==> src/rtl/cair_pkg.sv <==
// Shared constants for the charger, audio key and ID-resistor register bank.
// Notes on behaviour
// - Charger-detection control and status register sits at 32h, read and write.
// - Bit 0 enables the data-line voltage source, bit 2 the contact probe.
// - Read-only bit 4 shows the comparator; only reports with sink enabled.
// - Voltage seen reads 1 only with voltage on DP (DM when bit 3 is set) and line state 00b.
// - Headset audio key register at 33h: bits 3:0 read/write, 7:4 read zero.
// - Headset audio mode is on only while the key field holds 1010.
// - ID conversion register reads at 36h-38h; write loads, set ORs, clear clears.
// - Bits 2:0 hold the measured ID resistance code.
// - Conversion-done bit 3 asserts by itself after a 282 us conversion.
// - Done flag clears itself when the ID register is read.
// - Reading the value through carkit status leaves done flags unchanged.
// - Bit 4 starts a measurement when written or set; clears at completion.
// - With bit 6 set, alt_int is raised when the done flag asserts.
// - Bit 6 is ORed with the carkit status interrupt enable.
// - Vendor registers 30h-3Fh are reached by immediate register reads and writes.
// - Carkit conversion latch sets on enabled done rise, clears when read.
package cair_pkg;
  localparam logic [5:0] ADDR_VENDOR_LO = 6'h30;
  localparam logic [5:0] ADDR_VENDOR_HI = 6'h3F;
  localparam logic [5:0] ADDR_CHG       = 6'h32;
  localparam logic [5:0] ADDR_AUDIO     = 6'h33;
  localparam logic [5:0] ADDR_ID_WR     = 6'h36;
  localparam logic [5:0] ADDR_ID_SET    = 6'h37;
  localparam logic [5:0] ADDR_ID_CLR    = 6'h38;

  localparam int BIT_SRC    = 0;
  localparam int BIT_SINK   = 1;
  localparam int BIT_PROBE  = 2;
  localparam int BIT_ROLE   = 3;
  localparam int BIT_SEEN   = 4;
  localparam int BIT_DONE   = 3;
  localparam int BIT_GO     = 4;
  localparam int BIT_RSV5   = 5;
  localparam int BIT_IRQ    = 6;

  localparam logic [3:0] CHG_RESET   = 4'h0;
  localparam logic [3:0] AUDIO_RESET = 4'h0;
  localparam logic [3:0] AUDIO_KEY   = 4'hA;
  localparam logic [2:0] CODE_RESET  = 3'h0;
  // Writable bits of the ID conversion register: code, go, reserved bit 5, irq enable.
  localparam logic [7:0] ID_WR_MASK  = 8'h77;

  localparam logic [1:0] LINE_SE0 = 2'h0;

  localparam int CLK_HZ       = 10_000_000;
  localparam int CONV_TIME_US = 282;
  localparam int CONV_CYCLES  = (CONV_TIME_US * (CLK_HZ / 1_000_000));
endpackage : cair_pkg

==> src/rtl/cair_id_meter.sv <==
// Timed ID-resistor conversion: waits the conversion time, then captures the code.
module cair_id_meter #(
  parameter int CYCLES = cair_pkg::CONV_CYCLES
) (
  input  wire logic       ref_clk,
  input  wire logic       nrst,
  input  wire logic       start,
  input  wire logic [2:0] codeIn,
  output logic            busy,
  output logic            finish,
  output logic [2:0]      code
);
  localparam int CW = $clog2(CYCLES + 1);
  localparam logic [CW-1:0] LAST = CW'(CYCLES - 1);

  logic [CW-1:0] count_ff;

  // The go bit is still high in the cycle that reports completion.
  // Without the finish guard it would launch a second, unrequested run.
  always_ff @(posedge ref_clk or negedge nrst) begin
    if (!nrst) begin
      busy     <= 1'b0;
      count_ff <= '0;
    end else if (start && !busy && !finish) begin
      busy     <= 1'b1;
      count_ff <= '0;
    end else if (busy && count_ff == LAST) begin
      busy     <= 1'b0;
    end else if (busy) begin
      count_ff <= count_ff + CW'(1);
    end
  end

  always_ff @(posedge ref_clk or negedge nrst) begin
    if (!nrst) begin
      finish <= 1'b0;
      code   <= cair_pkg::CODE_RESET;
    end else begin
      finish <= busy && count_ff == LAST;
      if (busy && count_ff == LAST) begin
        code <= codeIn;
      end
    end
  end
endmodule : cair_id_meter

==> src/rtl/cair_line_route.sv <==
// Charger detection line routing with optional DP/DM reversal and comparator gating.
module cair_line_route (
  input  wire logic       ref_clk,
  input  wire logic       nrst,
  input  wire logic [3:0] chgCtrl,
  input  wire logic       dpVoltRaw,
  input  wire logic       dmVoltRaw,
  input  wire logic [1:0] lineState,
  output logic            srcDpOn,
  output logic            srcDmOn,
  output logic            sinkDpOn,
  output logic            sinkDmOn,
  output logic            probeDpOn,
  output logic            probeDmOn,
  output logic            lineVoltSeen
);
  logic role;
  logic sensed;

  assign role   = chgCtrl[cair_pkg::BIT_ROLE];
  assign sensed = role ? dmVoltRaw : dpVoltRaw;

  always_ff @(posedge ref_clk or negedge nrst) begin
    if (!nrst) begin
      srcDpOn   <= 1'b0;
      srcDmOn   <= 1'b0;
      sinkDpOn  <= 1'b0;
      sinkDmOn  <= 1'b0;
      probeDpOn <= 1'b0;
      probeDmOn <= 1'b0;
    end else begin
      srcDpOn   <= chgCtrl[cair_pkg::BIT_SRC] & ~role;
      srcDmOn   <= chgCtrl[cair_pkg::BIT_SRC] & role;
      sinkDpOn  <= chgCtrl[cair_pkg::BIT_SINK] & ~role;
      sinkDmOn  <= chgCtrl[cair_pkg::BIT_SINK] & role;
      probeDpOn <= chgCtrl[cair_pkg::BIT_PROBE] & ~role;
      probeDmOn <= chgCtrl[cair_pkg::BIT_PROBE] & role;
    end
  end

  // The comparator is only trusted while the sink is on and the bus idles in SE0.
  always_ff @(posedge ref_clk or negedge nrst) begin
    if (!nrst) begin
      lineVoltSeen <= 1'b0;
    end else begin
      lineVoltSeen <= sensed & chgCtrl[cair_pkg::BIT_SINK]
                    & (lineState == cair_pkg::LINE_SE0);
    end
  end
endmodule : cair_line_route

==> src/rtl/cair_regs.sv <==
// Vendor register bank: charger detection, headset audio key, ID-resistor conversion.
module cair_regs #(
  parameter int CONV_CYCLES = cair_pkg::CONV_CYCLES
) (
  input  wire logic       ref_clk,
  input  wire logic       nrst,
  input  wire logic [5:0] regAddr,
  input  wire logic [7:0] regWrData,
  input  wire logic       regWrEn,
  input  wire logic       regRdEn,
  output logic [7:0]      regRdData,
  output logic            regRdValid,
  input  wire logic [1:0] lineState,
  input  wire logic       dpVoltRaw,
  input  wire logic       dmVoltRaw,
  input  wire logic [2:0] idCodeIn,
  input  wire logic       carkitIrqEn,
  input  wire logic       carkitLatchRead,
  output logic            srcDpOn,
  output logic            srcDmOn,
  output logic            sinkDpOn,
  output logic            sinkDmOn,
  output logic            probeDpOn,
  output logic            probeDmOn,
  output logic            lineVoltSeen,
  output logic            headsetAudioOn,
  output logic            idMeasureBusy,
  output logic            idMeasureFinished,
  output logic [2:0]      idResistanceCode,
  output logic            altInt,
  output logic            idConvLatch
);
  // ------------------------------------------------------------------
  // Register state
  // ------------------------------------------------------------------
  logic [3:0] chgCtrl_ff;
  logic [3:0] headsetKeyField_ff;
  logic [2:0] idCode_ff;
  logic       idDone_ff;
  logic       idGo_ff;
  logic       idRsv5_ff;
  logic       idIrqOn_ff;
  logic       meterBusy;
  logic       meterFinish;
  logic [2:0] meterCode;
  logic       seen;
  logic [7:0] idImage;
  logic [7:0] nxt_idBits;
  logic       wrLoad;
  logic       wrSet;
  logic       wrClr;
  logic       idRead;

  function automatic logic [7:0] id_image(input logic [2:0] c, input logic d, input logic g,
                                          input logic r, input logic e);
    id_image = {1'b0, e, r, g, d, c};
  endfunction : id_image

  assign wrLoad  = regWrEn && regAddr == cair_pkg::ADDR_ID_WR;
  assign wrSet   = regWrEn && regAddr == cair_pkg::ADDR_ID_SET;
  assign wrClr   = regWrEn && regAddr == cair_pkg::ADDR_ID_CLR;
  assign idRead  = regRdEn && regAddr >= cair_pkg::ADDR_ID_WR
                           && regAddr <= cair_pkg::ADDR_ID_CLR;
  assign idImage = id_image(idCode_ff, idDone_ff, idGo_ff, idRsv5_ff, idIrqOn_ff);

  // ------------------------------------------------------------------
  // Charger detection and audio key
  // ------------------------------------------------------------------
  always_ff @(posedge ref_clk or negedge nrst) begin
    if (!nrst) begin
      chgCtrl_ff <= cair_pkg::CHG_RESET;
    end else if (regWrEn && regAddr == cair_pkg::ADDR_CHG) begin
      chgCtrl_ff <= regWrData[3:0];
    end
  end

  always_ff @(posedge ref_clk or negedge nrst) begin
    if (!nrst) begin
      headsetKeyField_ff <= cair_pkg::AUDIO_RESET;
      headsetAudioOn     <= 1'b0;
    end else begin
      if (regWrEn && regAddr == cair_pkg::ADDR_AUDIO) begin
        headsetKeyField_ff <= regWrData[3:0];
      end
      headsetAudioOn <= headsetKeyField_ff == cair_pkg::AUDIO_KEY;
    end
  end

  cair_line_route u_route (
    .ref_clk      (ref_clk),
    .nrst         (nrst),
    .chgCtrl      (chgCtrl_ff),
    .dpVoltRaw    (dpVoltRaw),
    .dmVoltRaw    (dmVoltRaw),
    .lineState    (lineState),
    .srcDpOn      (srcDpOn),
    .srcDmOn      (srcDmOn),
    .sinkDpOn     (sinkDpOn),
    .sinkDmOn     (sinkDmOn),
    .probeDpOn    (probeDpOn),
    .probeDmOn    (probeDmOn),
    .lineVoltSeen (seen)
  );
  assign lineVoltSeen = seen;

  // ------------------------------------------------------------------
  // ID-resistor conversion register
  // ------------------------------------------------------------------
  always_comb begin
    nxt_idBits = idImage;
    if (wrLoad) begin
      nxt_idBits = regWrData & cair_pkg::ID_WR_MASK;
    end else if (wrSet) begin
      nxt_idBits = idImage | (regWrData & cair_pkg::ID_WR_MASK);
    end else if (wrClr) begin
      nxt_idBits = idImage & ~(regWrData & cair_pkg::ID_WR_MASK);
    end
  end

  always_ff @(posedge ref_clk or negedge nrst) begin
    if (!nrst) begin
      idCode_ff  <= cair_pkg::CODE_RESET;
      idGo_ff    <= 1'b0;
      idRsv5_ff  <= 1'b0;
      idIrqOn_ff <= 1'b0;
    end else begin
      idRsv5_ff  <= nxt_idBits[cair_pkg::BIT_RSV5];
      idIrqOn_ff <= nxt_idBits[cair_pkg::BIT_IRQ];
      // Completion outranks a software write to the code and the go bit.
      if (meterFinish) begin
        idCode_ff <= meterCode;
        idGo_ff   <= 1'b0;
      end else begin
        idCode_ff <= nxt_idBits[2:0];
        idGo_ff   <= nxt_idBits[cair_pkg::BIT_GO];
      end
    end
  end

  // A done event in the cycle of a read wins, so a finished conversion is never lost.
  always_ff @(posedge ref_clk or negedge nrst) begin
    if (!nrst) begin
      idDone_ff <= 1'b0;
    end else if (meterFinish) begin
      idDone_ff <= 1'b1;
    end else if (idRead) begin
      idDone_ff <= 1'b0;
    end
  end

  cair_id_meter #(
    .CYCLES (CONV_CYCLES)
  ) u_meter (
    .ref_clk (ref_clk),
    .nrst    (nrst),
    .start   (idGo_ff),
    .codeIn  (idCodeIn),
    .busy    (meterBusy),
    .finish  (meterFinish),
    .code    (meterCode)
  );

  // ------------------------------------------------------------------
  // Interrupt indication and carkit latch
  // ------------------------------------------------------------------
  logic irqOn;
  assign irqOn = idIrqOn_ff | carkitIrqEn;

  always_ff @(posedge ref_clk or negedge nrst) begin
    if (!nrst) begin
      altInt      <= 1'b0;
      idConvLatch <= 1'b0;
    end else begin
      altInt <= meterFinish && !idDone_ff && irqOn;
      if (meterFinish && !idDone_ff && irqOn) begin
        idConvLatch <= 1'b1;
      end else if (carkitLatchRead) begin
        idConvLatch <= 1'b0;
      end
    end
  end

  always_ff @(posedge ref_clk or negedge nrst) begin
    if (!nrst) begin
      idMeasureBusy     <= 1'b0;
      idMeasureFinished <= 1'b0;
      idResistanceCode  <= cair_pkg::CODE_RESET;
    end else begin
      idMeasureBusy     <= meterBusy;
      idMeasureFinished <= idDone_ff;
      idResistanceCode  <= idCode_ff;
    end
  end

  // ------------------------------------------------------------------
  // Immediate register read port
  // ------------------------------------------------------------------
  always_ff @(posedge ref_clk or negedge nrst) begin
    if (!nrst) begin
      regRdData  <= 8'h00;
      regRdValid <= 1'b0;
    end else begin
      regRdValid <= regRdEn;
      if (regRdEn) begin
        if (regAddr == cair_pkg::ADDR_CHG) begin
          regRdData <= {3'h0, seen, chgCtrl_ff};
        end else if (regAddr == cair_pkg::ADDR_AUDIO) begin
          regRdData <= {4'h0, headsetKeyField_ff};
        end else if (idRead) begin
          regRdData <= idImage;
        end else begin
          regRdData <= 8'h00;
        end
      end
    end
  end
endmodule : cair_regs

==> config.mk <==
export PLATFORM = sky130hd
export DESIGN_NAME = cair_regs
export DESIGN_NICKNAME = d
export VERILOG_FILES = /design/src/rtl/cair_pkg.sv /design/src/rtl/cair_id_meter.sv /design/src/rtl/cair_line_route.sv /design/src/rtl/cair_regs.sv
export SDC_FILE = /design/constraint.sdc
export NUM_CORES = 1
export LEC_CHECK = 0
export BUFFER_PORTS_ARGS = -buffer_cell sky130_fd_sc_hd__buf_2
export CORE_UTILIZATION = 45
export CTS_BUF_LIST = sky130_fd_sc_hd__clkbuf_8 sky130_fd_sc_hd__clkbuf_16
export DETAILED_ROUTE_END_ITERATION = 10
export GPL_ROUTABILITY_DRIVEN = 0
export PLACE_DENSITY = 0.68
export SLEW_MARGIN = 15
export SYNTH_ARGS = -nofsm -noshare
export SYNTH_HDL_FRONTEND = slang
export SYNTH_SLANG_ARGS = --single-unit
==> constraint.sdc <==
create_clock -name ref_clk -period 2.2 [get_ports ref_clk]
set_input_delay 0.22 -clock ref_clk [delete_from_list [all_inputs] [get_ports ref_clk]]
set_output_delay 0.22 -clock ref_clk [all_outputs]
set_load 0.005 [all_outputs]
==> reports/results.txt <==
The flow ran to the end, and the final reports show no timing, DRC or antenna violations. The first global-routing pass estimated 7.60 mm of wire. At the later pin of the worst-skew pair, clock insertion delay measures 0.30 ns. Clock-pin slew was measured on the worst setup and hold paths at 0.09 ns. The tools report the number of cells in the finished layout apart from fillers as 328. Yosys mapped the design onto 44 distinct sky130hd cell types. Once placement finished, the instance area stood at 0.00272 sq mm. The tools report the number of failing hold endpoints at the final stage as 0. The number of global-route vias before repair came out at 1627. STA classifies the critical path endpoint as a flip-flop.

The initial utilization of the core area, before any placement, comes to 46.7%. Setup repair after global routing left no endpoint under its margin. Of all flip-flops after synthesis, the portion carrying an async set or reset was 100%. The longest clock path from root to sink contains 2 buffers. The H-tree was split into 2 levels. The wire-length estimate of the detail-placed layout is 3.46 mm.

Of the cells placed in the final design, the portion with a size suffix greater than 1 is 29.8%. The final wirelength was 4.67 mm; the top-level port count was 51. The launching element type of the critical path was a flip-flop.

TritonCTS built the clock tree. Counting tap cells, the placed design contains a total of 319 instances. The leakage component of the power was 1.35 nW; the detailed-route vias per instance was 5.20.

From left edge to right edge, the die measures 74.8 microns. Of all nets on the critical path, the largest fanout is 5. For the post-CTS setup-driven buffer insertion count, the log shows 0. For the pin with the worst max-slew slack, the measured transition is 0.580 ns. Yosys printed 0 warnings. The cell area that synthesis handed to floorplanning was 0.00239 sq mm. Headroom to the max-slew limit came out at 61.4%.

The die area was 0.00560 sq mm; the pin count of the biggest net entering global routing was 31. Setup violations remaining at the end of the flow were counted as 0. After detailed routing, the average wire length per cell comes to 14.2 microns.

The peak clock frequency supported by timing is 483 MHz, and the number of nets with antenna violations after detailed routing is 0. The critical path class was flip-flop to flip-flop. From synthesis to final layout, the design area changed by 18.2%.

Number of antenna violations at the first check in global routing: 0. Portion of the post-synthesis area used by sequential elements: 57.7%. The clock drives 55 sinks.

For the aggregate global routing overflow, the log shows 0. The post-route clock period utilization works out to 94.0%. The sequential cells in the finished layout cover a total of 0.00138 sq mm.

Before antenna repair, the detailed router went through 4 iterations. The routed layout has 1707 vias. With fillers left out, the area of the finished cells amounts to 0.00282 sq mm. The region available for standard cell placement spans 0.00511 sq mm. The logs give 23.5% for the global routing usage on met1 and 18.4% for the global router's overall resource usage.

The min-delay analysis places its worst path in the category primary input to flip-flop. For the max-capacitance violation count, the log shows 0. The number of max-slew violations in the final report is 0. For the final routed database, the setup TNS stands at 0 ns. For this design the ratio of total power to cell area is 775 mW/mm^2.

After synthesis, the mean cell area works out to 11.7 sq um. Row generation in the floorplan step produced 26 rows. After detailed routing, the number of remaining DRC violations is 0.

The tools report the number of DRC markers in iteration 0 as 53. The worst path in the final design needs a cycle of 2.07 ns, including I/O delays and setup. Net count after synthesis: 232. CTS placed an instance of clkbuf_8 at the clock tree root. The multi-input combinational cells in the finished layout cover a total of 966 sq um.

The run gives 0.00219 W as the total power of the final layout. Met2 track demand over resource: 31.5%. The logs give 285 for the net count of the finished layout and 5 for the number of clock buffers inserted by TritonCTS. The count of buffers from port buffering was 48; the number of flops mapped to enable cells by yosys was 0. The flip-flop and latch count after synthesis was 55; the fill cell total of the finished layout was 487. The data arrival time of the critical path came out at 2.26 ns. The worst path required time was 2.39 ns; the height of the die was 74.8 microns. Across the routed clock network, the largest skew measured is 0.00448 ns.

After global routing, the most crowded layer is met2. The total inserted antenna cells is 0. The run gives 2.81% as the global-route met3 utilization. The cell count after synthesis came out at 204.

IR analysis of the VDD net gives a maximum drop of 0.540 mV. In the synthesized netlist the dominant register cell turns out to be dfrtp_1.
==> path summary, 6_finish.rpt <==
kind                                                  from  cells past startpoint  slack [ns]                         endpoint
setup / recovery           u_meter.count_ff[0]$_DFFE_PN0P_                      5        0.13  u_meter.count_ff[1]$_DFFE_PN0P_
hold / removal                                lineState[1]                      2        0.06   u_route.lineVoltSeen$_DFF_PN0_
setup reg to reg           u_meter.count_ff[0]$_DFFE_PN0P_                      5        0.13  u_meter.count_ff[1]$_DFFE_PN0P_
hold reg to reg                      idDone_ff$_DFFE_PN0P_                      0        0.45      idMeasureFinished$_DFF_PN0_
max in group asynchronous                             nrst                      3        1.19         regRdData[4]$_DFFE_PN0P_
min in group asynchronous                             nrst                      2        0.44        u_route.srcDmOn$_DFF_PN0_
==> cell usage after synthesis, types with 2 or more instances <==
| library cell | instances | area, sq um |
|---|---|---|
| nor3_1 | 2 | 10.0 |
| a21oi_1 | 10 | 50.1 |
| nor4_1 | 2 | 12.5 |
| or4b_1 | 3 | 30.0 |
| nor2_1 | 15 | 56.3 |
| nand2b_1 | 2 | 12.5 |
| and4_1 | 2 | 17.5 |
| o21ai_0 | 6 | 30.0 |
| mux2_4 | 3 | 45.0 |
| a221oi_1 | 3 | 26.3 |
| inv_1 | 7 | 26.3 |
| and2_1 | 3 | 18.8 |
| nand2_1 | 14 | 52.6 |
| nand3_1 | 6 | 30.0 |
| nor2b_1 | 11 | 68.8 |
| xor2_1 | 3 | 26.3 |
| mux2i_1 | 2 | 20.0 |
| mux2_2 | 12 | 135 |
| o2bb2ai_1 | 3 | 26.3 |
| clkbuf_1 | 4 | 15.0 |
| dfrtp_1 | 55 | 1380 |
| nand4_1 | 3 | 18.8 |
| a21o_1 | 3 | 22.5 |
| nor3b_1 | 3 | 22.5 |
| a22oi_1 | 4 | 30.0 |
| xnor2_1 | 5 | 43.8 |
==> flip-flops by register name, summed over array words and instances, names as in the netlist, 3 cells and up, named ones only <==
name	flops
regRdData	7
chgCtrl_ff	4
u_meter.count_ff	12
idResistanceCode	3
headsetKeyField_ff	4
u_meter.code	3
==> layout make-up <==
class	instances	area share (%)
Sequential cell	55	48.8
Clock inverter	3	0.443
Tap cell	70	3.10
Clock buffer	5	2.44
Multi-Input combinational cell	136	34.2
Inverter	7	0.931
Timing Repair Buffer	52	10.1
==> cells by family (layout without fill, tap and decap cells) <==
kind of cell	after synthesis	count (layout)	synth area share, %
adders and majority gates	1	1	0.524
other	1	1	0.157
buffers and inverters	13	67	2.25
DFF	55	55	57.7
and+or+nand+nor	76	76	18.4
muxes	18	18	8.86
AOI/OAI and AO/OA	32	32	9.17
xor gates and xnor gates	8	8	2.94
==> critical path: stages (launching register included) <==
cell,delay [ns]
dfrtp_1,0.42
ha_1,0.21
or4b_1,0.49
nor4_4,0.29
or2b_2,0.22
mux2_1,0.32
==> what timing repair did <==
action                                  in CTS  in global routing
endpoints found under the hold margin       25                  0
hold buffers                                 1                  0
gates resized for setup                      0                  1
endpoints found under the setup margin       0                  1
==> through the flow <==
step / util [%] / hold WS, ns / setup slack, ns
after floorplan: - / -0.0756 / 0.289
after global placement: 53.3 / 0.255 / 0.156
after detailed placement: 53.3 / 0.258 / 0.103
after CTS: 55.1 / 0.0593 / 0.0877
after global routing: 55.3 / 0.0641 / 0.0378
final: 55.3 / 0.0629 / 0.131
==> cells in the final DEF (no fill, tap or decap), drive strengths merged, types with 2 or more instances in the layout <==
master / n
o2bb2ai: 3
nand2b: 2
and2: 3
a22oi: 4
xor2: 3
nor4b: 2
nor2: 15
o21ai: 6
a221oi: 3
nand2: 15
nor3b: 3
inv: 9
nor4: 3
and4: 2
nor2b: 11
nand3: 6
clkbuf: 5
xnor2: 5
nand4: 3
nor3: 2
mux2: 16
a21o: 3
buf: 51
dfrtp: 55
mux2i: 2
or4b: 3
a21oi: 11
==> power by group <==
| part | leakage (nW) | internal, W | total (W) | switching, W |
|---|---|---|---|---|
| Sequential | 0.693 | 0.00114 | 0.00128 | 0.000140 |
| Combinational | 0.604 | 0.000194 | 0.000387 | 0.000192 |
| Clock | 0.0505 | 0.000215 | 0.000521 | 0.000306 |
| Total | 1.35 | 0.00155 | 0.00219 | 0.000638 |
==> routing by layer <==
layer  routed length (microns)  vias up
met2                      2260       34
met4                        70        0
met3                       129        5
li1                          -      823
met1                      2210      845
met5                         0        -
Power figures use the tool's default switching activity.
